### config.mk
export PLATFORM = sky130hd
export DESIGN_NAME = rsq_sequencer
export DESIGN_NICKNAME = d
export VERILOG_FILES = /design/src/hdl/rsq_pkg.sv /design/src/hdl/rsq_pin_sync.sv /design/src/hdl/rsq_sequencer.sv
export VERILOG_INCLUDE_DIRS = /design/src /design/src/hdl
export SDC_FILE = /design/constraint.sdc
export NUM_CORES = 2
export LEC_CHECK = 0
export ABC_AREA = 1
export BUFFER_PORTS_ARGS = -buffer_cell sky130_fd_sc_hd__buf_2
export CORE_MARGIN = 4
export CORE_UTILIZATION = 45
export CTS_CLUSTER_DIAMETER = 200
export DETAILED_ROUTE_END_ITERATION = 10
export PLACE_DENSITY_LB_ADDON = 0.12
export REMOVE_ABC_BUFFERS = 1
export SYNTH_ARGS = -nofsm -noshare
export SYNTH_HDL_FRONTEND = slang
export SYNTH_SLANG_ARGS = --single-unit
### constraint.sdc
create_clock -name clk_sys -period 25.8 [get_ports clk_sys]
set_input_delay 5.16 -clock clk_sys [delete_from_list [all_inputs] [get_ports clk_sys]]
set_output_delay 5.16 -clock clk_sys [all_outputs]
set_load 0.05 [all_outputs]
### src/hdl/rsq_params.svh
// Constants for the sequence table stepper
`ifndef RSQ_PARAMS_SVH
`define RSQ_PARAMS_SVH
`define RSQ_ENTRIES      10
`define RSQ_LAST_ENTRY   4'h9
`define RSQ_LINK_OFF     4'hf
`define RSQ_MAX_WIDTH    13'h1400
`define RSQ_MIN_WIDTH    13'h0008
`define RSQ_HALF_WIDTH   13'h0a00
`define RSQ_MAX_HEIGHT   12'hf00
`define RSQ_MIN_HEIGHT   12'h002
`define RSQ_HALF_HEIGHT  12'h780
`define RSQ_MIN_EXPOSURE 20'h0000a
`define RSQ_BLACK_MIN    (-10'sd256)
`define RSQ_BLACK_MAX    (10'sd255)
`define RSQ_MERGE_OFF    2'h1
`define RSQ_MERGE_ON     2'h2
`define RSQ_RST_GAIN     16'h0064
`define RSQ_RST_EXPOSURE 20'h2bf20
`define RSQ_RST_COUNT    8'h01
`define RSQ_RST_LINK     4'h0
`define RSQ_RST_REPEAT   8'h01
`endif

### src/hdl/rsq_pkg.sv
// Types for the sequence table stepper
package rsq_pkg;
  typedef enum logic [1:0] {
    RSQ_MODE_NORMAL,
    RSQ_MODE_TRIG_SEQ,
    RSQ_MODE_CMD_SEQ,
    RSQ_MODE_MULTI
  } rsq_mode_type;
  typedef enum logic [2:0] {
    RSQ_FLD_SIZE,
    RSQ_FLD_OFFSET,
    RSQ_FLD_GAIN,
    RSQ_FLD_EXPOSURE,
    RSQ_FLD_BLACK,
    RSQ_FLD_FLAGS,
    RSQ_FLD_STEP
  } rsq_field_type;
endpackage

### src/hdl/rsq_pin_sync.sv
// Three-stage pin synchroniser with agreement filter
module rsq_pin_sync (
  // Clock
  input  wire logic clk_sys,
  input  wire logic reset,
  input  wire logic clk_en,
  // Pin
  input  wire logic pin_in,
  output logic      level_out
);
  logic s1_q;
  logic s2_q;
  logic s3_q;

  always_ff @(posedge clk_sys) begin
    if (reset) begin
      s1_q      <= 1'b0;
      s2_q      <= 1'b0;
      s3_q      <= 1'b0;
      level_out <= 1'b0;
    end else if (clk_en) begin
      s1_q <= pin_in;
      s2_q <= s1_q;
      s3_q <= s2_q;
      if (s2_q == s3_q) begin
        level_out <= s3_q;
      end
    end
  end
endmodule

### src/hdl/rsq_sequencer.sv
// Sequence table stepper: ten capture entries stepped by an external trigger
`include "rsq_params.svh"
module rsq_sequencer #(
  parameter int ENTRIES = `RSQ_ENTRIES
) (
  // Clock and reset
  input  wire logic                  clk_sys,
  input  wire logic                  reset,
  input  wire logic                  clk_en,
  // Control
  input  wire rsq_pkg::rsq_mode_type send_mode,
  input  wire logic                  acq_start,
  input  wire logic [7:0]            seq_repeat,
  input  wire logic                  color_variant,
  input  wire logic                  op_busy,
  // Frame trigger pin
  input  wire logic                  trigger_pin,
  // Host command for command sequence mode
  input  wire logic                  next_cmd_valid,
  input  wire logic [3:0]            next_cmd_entry,
  // Table write port
  input  wire logic [3:0]            table_entry_pick,
  input  wire logic                  wr_en,
  input  wire rsq_pkg::rsq_field_type wr_field,
  input  wire logic [47:0]           wr_data,
  output logic                       wr_reject,
  // Table read port
  output logic [12:0]                rd_width,
  output logic [11:0]                rd_height,
  output logic [12:0]                rd_offset_x,
  output logic [11:0]                rd_offset_y,
  // Applied capture settings
  output logic                       frame_go,
  output logic [3:0]                 cur_entry,
  output logic [12:0]                cap_width,
  output logic [11:0]                cap_height,
  output logic [12:0]                cap_offset_x,
  output logic [11:0]                cap_offset_y,
  output logic [15:0]                cap_gain_all,
  output logic [15:0]                cap_gain_red,
  output logic [15:0]                cap_gain_blue,
  output logic [19:0]                cap_exposure,
  output logic [9:0]                 cap_black,
  output logic                       cap_lookup_en,
  output logic [1:0]                 cap_column_merge,
  output logic [1:0]                 cap_row_merge,
  // Status
  output logic                       acq_active,
  output logic [7:0]                 repeat_left
);
  import rsq_pkg::*;

  logic [12:0] width_q    [ENTRIES];
  logic [11:0] height_q   [ENTRIES];
  logic [12:0] offx_q     [ENTRIES];
  logic [11:0] offy_q     [ENTRIES];
  logic [15:0] gain_q     [ENTRIES];
  logic [15:0] red_q      [ENTRIES];
  logic [15:0] blue_q     [ENTRIES];
  logic [19:0] expo_q     [ENTRIES];
  logic [9:0]  black_q    [ENTRIES];
  logic        entry_lookup_enable [ENTRIES];
  logic [1:0]  entry_column_merge  [ENTRIES];
  logic [1:0]  entry_row_merge     [ENTRIES];
  logic [7:0]  entry_repeat_count  [ENTRIES];
  logic [3:0]  entry_follow_link   [ENTRIES];

  logic [3:0]  ptr_q;
  logic [7:0]  frames_q;
  logic [7:0]  rep_q;
  logic [3:0]  cmd_q;
  logic        run_q;
  logic        trig_lvl;
  logic        trig_prev_q;
  logic        trig_edge;
  logic        seq_mode;
  logic        pick_ok;
  logic [3:0]  pick;
  logic        field_ok;

  rsq_pin_sync u_trig_sync (
    .clk_sys   (clk_sys),
    .reset     (reset),
    .clk_en    (clk_en),
    .pin_in    (trigger_pin),
    .level_out (trig_lvl)
  );

  assign seq_mode  = (send_mode == RSQ_MODE_TRIG_SEQ) || (send_mode == RSQ_MODE_CMD_SEQ);
  assign trig_edge = trig_lvl && !trig_prev_q;
  assign pick_ok   = (table_entry_pick <= `RSQ_LAST_ENTRY);
  assign pick      = pick_ok ? table_entry_pick : 4'h0;

  // Range check of a write against the addressed entry
  always_comb begin
    logic [12:0] xlim;
    logic [11:0] ylim;
    xlim     = 13'h0000;
    ylim     = 12'h000;
    field_ok = 1'b1;
    unique case (wr_field)
      RSQ_FLD_SIZE: begin
        field_ok = (wr_data[12:0] >= `RSQ_MIN_WIDTH) && (wr_data[12:0] <= `RSQ_MAX_WIDTH)
                && (wr_data[27:16] >= `RSQ_MIN_HEIGHT) && (wr_data[27:16] <= `RSQ_MAX_HEIGHT);
      end
      RSQ_FLD_OFFSET: begin
        xlim = (entry_column_merge[pick] == `RSQ_MERGE_ON) ? `RSQ_HALF_WIDTH : `RSQ_MAX_WIDTH;
        ylim = (entry_row_merge[pick] == `RSQ_MERGE_ON) ? `RSQ_HALF_HEIGHT : `RSQ_MAX_HEIGHT;
        field_ok = (width_q[pick] <= xlim) && (wr_data[12:0] <= xlim - width_q[pick])
                && (height_q[pick] <= ylim) && (wr_data[27:16] <= ylim - height_q[pick]);
      end
      RSQ_FLD_EXPOSURE: begin
        field_ok = (wr_data[19:0] >= `RSQ_MIN_EXPOSURE);
      end
      RSQ_FLD_BLACK: begin
        field_ok = ($signed(wr_data[9:0]) >= `RSQ_BLACK_MIN) && ($signed(wr_data[9:0]) <= `RSQ_BLACK_MAX);
      end
      RSQ_FLD_FLAGS: begin
        field_ok = (wr_data[2:1] == `RSQ_MERGE_OFF || wr_data[2:1] == `RSQ_MERGE_ON)
                && (wr_data[4:3] == `RSQ_MERGE_OFF || wr_data[4:3] == `RSQ_MERGE_ON);
      end
      RSQ_FLD_STEP: begin
        field_ok = (wr_data[7:0] != 8'h00)
                && (wr_data[11:8] <= `RSQ_LAST_ENTRY || wr_data[11:8] == `RSQ_LINK_OFF);
      end
      default: field_ok = 1'b1;
    endcase
  end

  // Table storage
  always_ff @(posedge clk_sys) begin
    if (reset) begin
      for (int i = 0; i < ENTRIES; i++) begin
        width_q[i]             <= `RSQ_MAX_WIDTH;
        height_q[i]            <= `RSQ_MAX_HEIGHT;
        offx_q[i]              <= 13'h0000;
        offy_q[i]              <= 12'h000;
        gain_q[i]              <= `RSQ_RST_GAIN;
        red_q[i]               <= 16'h0000;
        blue_q[i]              <= 16'h0000;
        expo_q[i]              <= `RSQ_RST_EXPOSURE;
        black_q[i]             <= 10'h000;
        entry_lookup_enable[i] <= 1'b0;
        entry_column_merge[i]  <= `RSQ_MERGE_OFF;
        entry_row_merge[i]     <= `RSQ_MERGE_OFF;
        entry_repeat_count[i]  <= `RSQ_RST_COUNT;
        entry_follow_link[i]   <= `RSQ_RST_LINK;
      end
      wr_reject <= 1'b0;
    end else if (clk_en) begin
      wr_reject <= wr_en && !(pick_ok && field_ok);
      if (wr_en && pick_ok && field_ok) begin
        unique case (wr_field)
          RSQ_FLD_SIZE: begin
            width_q[pick]  <= wr_data[12:0];
            height_q[pick] <= wr_data[27:16];
          end
          RSQ_FLD_OFFSET: begin
            offx_q[pick] <= wr_data[12:0];
            offy_q[pick] <= wr_data[27:16];
          end
          RSQ_FLD_GAIN: begin
            gain_q[pick] <= wr_data[15:0];
            if (color_variant) begin
              red_q[pick]  <= wr_data[31:16];
              blue_q[pick] <= wr_data[47:32];
            end
          end
          RSQ_FLD_EXPOSURE: expo_q[pick] <= wr_data[19:0];
          RSQ_FLD_BLACK:    black_q[pick] <= wr_data[9:0];
          RSQ_FLD_FLAGS: begin
            entry_lookup_enable[pick] <= wr_data[0];
            entry_column_merge[pick]  <= wr_data[2:1];
            entry_row_merge[pick]     <= wr_data[4:3];
          end
          RSQ_FLD_STEP: begin
            entry_repeat_count[pick] <= wr_data[7:0];
            entry_follow_link[pick]  <= wr_data[11:8];
          end
          default: begin
          end
        endcase
      end
    end
  end

  // Read back of the picked entry's window
  always_ff @(posedge clk_sys) begin
    if (reset) begin
      rd_width    <= 13'h0000;
      rd_height   <= 12'h000;
      rd_offset_x <= 13'h0000;
      rd_offset_y <= 12'h000;
    end else if (clk_en) begin
      rd_width    <= width_q[pick];
      rd_height   <= height_q[pick];
      rd_offset_x <= offx_q[pick];
      rd_offset_y <= offy_q[pick];
    end
  end

  // Host entry command, latched until replaced or cleared to entry zero by a start
  always_ff @(posedge clk_sys) begin
    if (reset) begin
      cmd_q <= 4'h0;
    end else if (clk_en) begin
      if (acq_start) begin
        cmd_q <= 4'h0;
      end else if (next_cmd_valid && next_cmd_entry <= `RSQ_LAST_ENTRY) begin
        cmd_q <= next_cmd_entry;
      end
    end
  end

  // Stepping of the current entry
  always_ff @(posedge clk_sys) begin
    if (reset) begin
      trig_prev_q <= 1'b0;
      ptr_q       <= 4'h0;
      frames_q    <= 8'h00;
      rep_q       <= `RSQ_RST_REPEAT;
      run_q       <= 1'b0;
      frame_go    <= 1'b0;
      cur_entry   <= 4'h0;
    end else if (clk_en) begin
      trig_prev_q <= trig_lvl;
      frame_go    <= 1'b0;
      if (acq_start) begin
        ptr_q    <= 4'h0;
        frames_q <= 8'h00;
        rep_q    <= (seq_repeat == 8'h00) ? `RSQ_RST_REPEAT : seq_repeat;
        run_q    <= 1'b1;
      end else if (trig_edge && run_q && seq_mode) begin
        if (send_mode == RSQ_MODE_CMD_SEQ) begin
          frame_go  <= 1'b1;
          cur_entry <= cmd_q;
        end else if (!op_busy) begin
          frame_go  <= 1'b1;
          cur_entry <= ptr_q;
          if (frames_q + 8'h01 >= entry_repeat_count[ptr_q]) begin
            frames_q <= 8'h00;
            if (entry_follow_link[ptr_q] == `RSQ_LINK_OFF) begin
              ptr_q <= 4'h0;
              rep_q <= rep_q - 8'h01;
              if (rep_q == 8'h01) begin
                run_q <= 1'b0;
              end
            end else begin
              ptr_q <= entry_follow_link[ptr_q];
            end
          end else begin
            frames_q <= frames_q + 8'h01;
          end
        end
      end
    end
  end

  // Settings applied with each accepted trigger
  always_ff @(posedge clk_sys) begin
    if (reset) begin
      cap_width        <= `RSQ_MAX_WIDTH;
      cap_height       <= `RSQ_MAX_HEIGHT;
      cap_offset_x     <= 13'h0000;
      cap_offset_y     <= 12'h000;
      cap_gain_all     <= `RSQ_RST_GAIN;
      cap_gain_red     <= 16'h0000;
      cap_gain_blue    <= 16'h0000;
      cap_exposure     <= `RSQ_RST_EXPOSURE;
      cap_black        <= 10'h000;
      cap_lookup_en    <= 1'b0;
      cap_column_merge <= `RSQ_MERGE_OFF;
      cap_row_merge    <= `RSQ_MERGE_OFF;
    end else if (clk_en && frame_go) begin
      cap_width        <= width_q[cur_entry];
      cap_height       <= height_q[cur_entry];
      cap_offset_x     <= offx_q[cur_entry];
      cap_offset_y     <= offy_q[cur_entry];
      cap_gain_all     <= gain_q[cur_entry];
      cap_gain_red     <= red_q[cur_entry];
      cap_gain_blue    <= blue_q[cur_entry];
      cap_exposure     <= expo_q[cur_entry];
      cap_black        <= black_q[cur_entry];
      cap_lookup_en    <= entry_lookup_enable[cur_entry];
      cap_column_merge <= entry_column_merge[cur_entry];
      cap_row_merge    <= entry_row_merge[cur_entry];
    end
  end

  // Status outputs
  always_ff @(posedge clk_sys) begin
    if (reset) begin
      acq_active  <= 1'b0;
      repeat_left <= 8'h00;
    end else if (clk_en) begin
      acq_active  <= run_q;
      repeat_left <= rep_q;
    end
  end
endmodule

# Yosys cells after proc, flatten, opt, wreduce, memory -nomap -nowiden
# Memories as Yosys holds them, arrays and structs flattened. A register that Yosys moved wholly into a read port is not among the register bits.
# Index checks and enable logic that the tools add are counted.
# Widths: inputs -> output; s select.
dict set report word_totals {
  wordCells 251
  out_inout_bits 198
  regBits 70
  ramBits 1450
  memories 14
}
dict set report classes {
  bitwise 1
  n_lt_le_gt_ge 15
  reduce_logical 53
  eq_ne 21
  n_mux 126
  n_addsub 4
}
# memory words word_bits rd rd_clocked_by_memory_dff wr line_no
set memory_table {}
lappend memory_table {expo_q 10 20 1 1 10 rsq_sequencer.sv:60} ;# logic [19:0] expo_q [ENTRIES];
lappend memory_table {blue_q 10 16 1 1 10 rsq_sequencer.sv:59} ;# logic [15:0] blue_q [ENTRIES];
lappend memory_table {gain_q 10 16 1 1 10 rsq_sequencer.sv:57} ;# logic [15:0] gain_q [ENTRIES];
lappend memory_table {red_q 10 16 1 1 10 rsq_sequencer.sv:58} ;# logic [15:0] red_q [ENTRIES];
lappend memory_table {offx_q 10 13 2 2 10 rsq_sequencer.sv:55} ;# logic [12:0] offx_q [ENTRIES];
lappend memory_table {width_q 10 13 2 1 10 rsq_sequencer.sv:53} ;# logic [12:0] width_q [ENTRIES];
lappend memory_table {{8 more memories} n/a n/a n/a n/a n/a n/a}
# operator count
set ops {}
lappend ops {{$mux 4} 30}
lappend ops {{$mux 8} 13}
lappend ops {{$mux 1} 69}
lappend ops {{$mux 16} 3}
lappend ops {{$reduce_or 16->1} 3}
lappend ops {{$mux 13} 3}
lappend ops {{$mux 12} 3}
lappend ops {{$le 13x13->1} 2}
lappend ops {{$reduce_or 13->1} 2}
lappend ops {{$le 12x12->1} 2}
lappend ops {{$reduce_or 12->1} 2}
lappend ops {{$ge 20x4->1 const B} 1}
lappend ops {{$mux 20} 1}
lappend ops {{$reduce_or 20->1} 1}
lappend ops {{$logic_and 1x1->1} 18}
lappend ops {{$ge 13x4->1 const B} 1}
lappend ops {{$le 13x13->1 const B} 1}
lappend ops {{$sub 13x13->13} 1}
lappend ops {{$ge 12x2->1 const B} 1}
lappend ops {{$le 12x12->1 const B} 1}
lappend ops {{$le 4x4->1 const B} 3}
lappend ops {{$sub 12x12->12} 1}
lappend ops {{$eq 2x2->1 const B} 5}
lappend ops {{$ge 10x9->1 const B} 1}
lappend ops {{33 further kinds} 52}

# Depth between registers and ports, before layout
# An unclocked memory read counts as a cell.
dict set report logic_depth {
  word_depth 18
  mapped_depth 36
  ltp_nobuf 31
}

# Modules after synthesis
# Synthesis repeated with hierarchy kept, for this count alone.
dict set report unflattened {
  hier_cells 10952
  area_unflattened_um2 113378.7
}
# mod cells_each n_inst area_per_inst_um2
set modules_own_cells {}
lappend modules_own_cells {rsq_sequencer 10932 1 113231.1}
lappend modules_own_cells {rsq_pin_sync 20 1 147.6}

# Least setup slack after synthesis
# Ideal clock, no wire load.
dict set report synth_timing {
  kind {input to register}
  from {input port table_entry_pick[1]}
  to {memory blue_q[5][0], enable pin}
  required_time_ns 25.334
  arrival_ns 12.255
  path_slack_ns 13.079
  cell_stages 32
  setup_time_ns 0.466
  cell_sequence {nor2_1 -> nor2_4 -> nor2_4 -> buf_2 -> buf_2 -> clkbuf_1 -> clkbuf_1 -> clkbuf_1 -> clkbuf_1 -> nand2_1 -> nand3_1 -> nand3_1 -> nand2_1 -> inv_1 -> ha_1 -> inv_1 -> nor2_1 -> nor2_1 -> nand2_1 -> xor2_1 -> ha_1 -> nand4_1 -> nor4_1 -> a21oi_1 -> a211oi_1 -> nand3_1 -> nand2_2 -> nand4_2 -> nor2_2 -> nand2_1 -> buf_2 -> o21ai_0}
}
# item line_no
set synth_rtl {}
lappend synth_rtl {{from (decl)} rsq_sequencer.sv:22} ;# input wire logic [3:0] table_entry_pick,
lappend synth_rtl {{to (decl)} rsq_sequencer.sv:59}

==> key figures <==
Setup path
  • Buf/Inv on CP: 4
  • Crit-path slowest cell: nand2_2
  • WP data required: 26.34 ns
  • Worst-path fanout max: ~130
  • Critical path class: in2reg
  • Worst setup EP type: flip-flop
  • Slowest stage delay, CP: approximately 1 ns
  • CP startpoint kind: primary input
  • Critical Path AT: 15.10 ns
  • CP top delay family: simple AND/OR/NAND/NOR gates

Final layout
  • Storage element area: 0.0743 sq mm
  • Share of layout cells above drive strength 1: 0.0782
  • Area of the multi-input gates: approximately 0.037 sq mm
  • Layout area overhead: 14.4%
  • # fillers: 22,500
  • Final nets: 11,900
  • Post-layout util: 0.519

Clocking
  • Clock buffer depth: 4
  • Clock Latency Late Sink: about 0.94 ns
  • CTS buffer count: 296
  • TritonCTS clock tree: built
  • Reg clk slew, reported paths: 0.06 ns
  • H-tree levels: 5
  • CTS sink count: 2,552
  • Post-CTS Setup Repair Bufs: 0
  • Clock Tree Root: clkbuf_16
  • # hold bufs at CTS: 0
  • Post-cts sizing count: 0

Synthesis
  • Area share of the largest cell type after synthesis: 0.616
  • Yosys cell types: 53
  • Yosys Warn Count: 0
  • Area leader, netlist: edfxtp_1
  • Mapped Area: roughly 0.11 sq mm
  • Post-Syn Instances: 10,900
  • Top cells by area, synth: edfxtp_1 (62%), nor2_1 (9.0%), o21ai_0 (7.6%), dfxtp_1 (4.1%), nand2_1 (2.8%)
  • Ys async rst share: 0
  • Count leader, synth: nor2_1
  • Seq cells post-synth: 2,552
  • Syn avg cell area: 10.3 sq um
  • Seq/Total Area, Yosys: 0.657
  • Post-synth EDFFs: between 2,000 and 2,500
  • Synth top cells by count: nor2_1 (2,724), edfxtp_1 (2,320), o21ai_0 (1,707), nand2_1 (829), clkbuf_1 (681)
  • Most used DFF post-synth: edfxtp_1

STA
  • RSZ-0062 raised after global routing: false
  • Final worst-path cycle share: 0.564
  • Slew headroom: 0.162
  • Worst slew pin tran: 1.25 ns
  • Max-slew violations: 0
  • Final Hold Viols: 0
  • Clock skew: slightly above 0.06 ns
  • Fmax: a little under 70 MHz
  • Fin crit period: 14.56 ns
  • Setup-failing EPs final: 0

Die
  • Die Span Y: between 500 and 600 um
  • # IOs: around 280
  • Initial core utilization: 0.453
  • Area of the core: 0.249 sq mm
  • Die X: 509 um
  • Die Footprint: 0.259 sq mm
  • Num rows: 183

Route
  • Detailed Route WL: between 300 and 400 mm
  • Number of nets with antenna violations after routing: 0
  • Drt via density: around 5.7
  • 1st-iter DRT viols: roughly 11,000
  • Routed via count: 87,700
  • DRC viols: 0
  • WL per Instance: roughly 24 um
  • DRT Pass-1 Iters: 6

Pwr
  • Tot Pwr: 9.29 mW
  • Peak supply drop: 0.0000734 V
  • Pwr dens: 71.8 mW/mm^2
  • P_leak: 47.4 nW

Global route
  • Largest net degree at the start of global routing: around 190
  • Remaining Overflow, GRT: 0
  • Vias in the first global route: 83,800
  • Initial antenna violation count: 37
  • Total GRT Usage: 0.278
  • First-pass GRT wire length: between 500 and 600 mm

Placed design
  • Hpwl dp: ~220 mm
  • IO buf count: 275
  • GPL Wtd Cong: 0.887

Outcome
  • Outcome: finished clean

Hold path
  • Hold Crit Class: reg2reg

Run
  • Maxcap violations: 0
==> layout make-up <==
class	count	area share
timing repair buffer	443	0.0214
antenna	16	0.000310
sequential	2552	0.575
clock inverter	102	0.00651
multi-input combinational	7809	0.283
tap	3330	0.0322
clock buffer	415	0.0632
inverter	630	0.0187
==> kinds of logic after synthesis <==
group | share of synthesized area
buf+inv | 0.0492
compound gates | 0.147
mux | 0.00425
simple gates | 0.135
fa+ha+maj | 0.00531
flops | 0.657
xor+xnor | 0.00225
other cells | 0.0000332
==> path summary, 6_finish.rpt <==
path	startpoint	to	slack [ns]	cells past startpoint
setup / recovery	table_entry_pick[3]	red_q[4][1]	11.24	27
hold / removal	cmd_q[0]	cmd_q[0]	0.47	2
setup reg to reg	entry_row_merge[8][0]	red_q[4][1]	17.13	23
hold reg to reg	cmd_q[0]	cmd_q[0]	0.47	2
==> sequential cells by signal, indices dropped and copies added (netlist names), 16 cells and up, named ones only <==
register and count:
cap_gain_red 16, offy_q 192, entry_lookup_enable 16, black_q 160, expo_q 320, width_q 208, cap_exposure 20, blue_q 256
cap_gain_all 16, offx_q 208, height_q 192, entry_column_merge 32, gain_q 256, entry_follow_link 64, entry_repeat_count 128, entry_row_merge 32
cap_gain_blue 16, red_q 256
==> metal layers <==
layer | vias to the layer above | part of all wire | wire length (um) | global-route usage
li1 | 39400 | - | - | -
met2 | 4559 | 0.45 | 167000 | 0.431
met1 | 43000 | 0.41 | 151000 | 0.388
met4 | 18 | 0.043 | 16100 | 0.114
met5 | - | 0.00031 | 115 | 0
met3 | 771 | 0.097 | 35800 | 0.0534
==> power by group <==
group / switching (mW) / leakage [nW] / internal (mW) / total [mW]
sequential: 0.0755 / 24.1 / 4.70 / 4.78
combinational: 0.396 / 18.9 / 0.126 / 0.522
clock: 1.66 / 4.41 / 2.33 / 3.99
==> per-stage QoR <==
step	cells	area, sq um	TNS (ns)	hold WS (ns)	worst slack (ns)
floorplan	11000	113000	-6579.59	0.440	-49.67
global placement	14800	120000	0	0.450	10.61
detailed placement	14800	120000	0	0.459	10.49
CTS	15300	129000	0	0.467	11.48
global route	15300	129000	0	0.486	10.88
finish	15300	129000	0	0.467	11.24
==> cell usage in the layout (no fill, tap or decap), types with 273 or more instances in the layout <==
cell	Yosys	final
a21oi_1	329	327
buf_2	73	273
clkbuf_16	0	300
conb_1	1	870
edfxtp_1	2320	2320
inv_1	587	576
nand2_1	829	818
nor2_1	2724	2722
o21ai_0	1707	1703
o22ai_1	425	425
==> worst register-to-register path: stages, from the launching register on <==
cell and delay [ns]:
edfxtp_1 0.46, inv_1 0.12, a21oi_1 0.13, o21ai_0 0.17
nand3_1 0.11, a21boi_0 0.92, ha_1 0.42, inv_1 0.08
o21ai_0 0.14, nor2_1 0.12, nand2_1 0.07, xnor2_1 0.17
ha_1 0.29, nand2_1 0.08, nor2_1 0.04, a211oi_1 0.23
o211ai_1 0.17, a211oi_1 0.27, nand3_1 0.13, nand2_2 0.54
nand4_2 0.93, nor3_2 0.85, nand3_2 0.83, nand2_2 0.99
No activity file was read; power rests on OpenSTA's default activity.
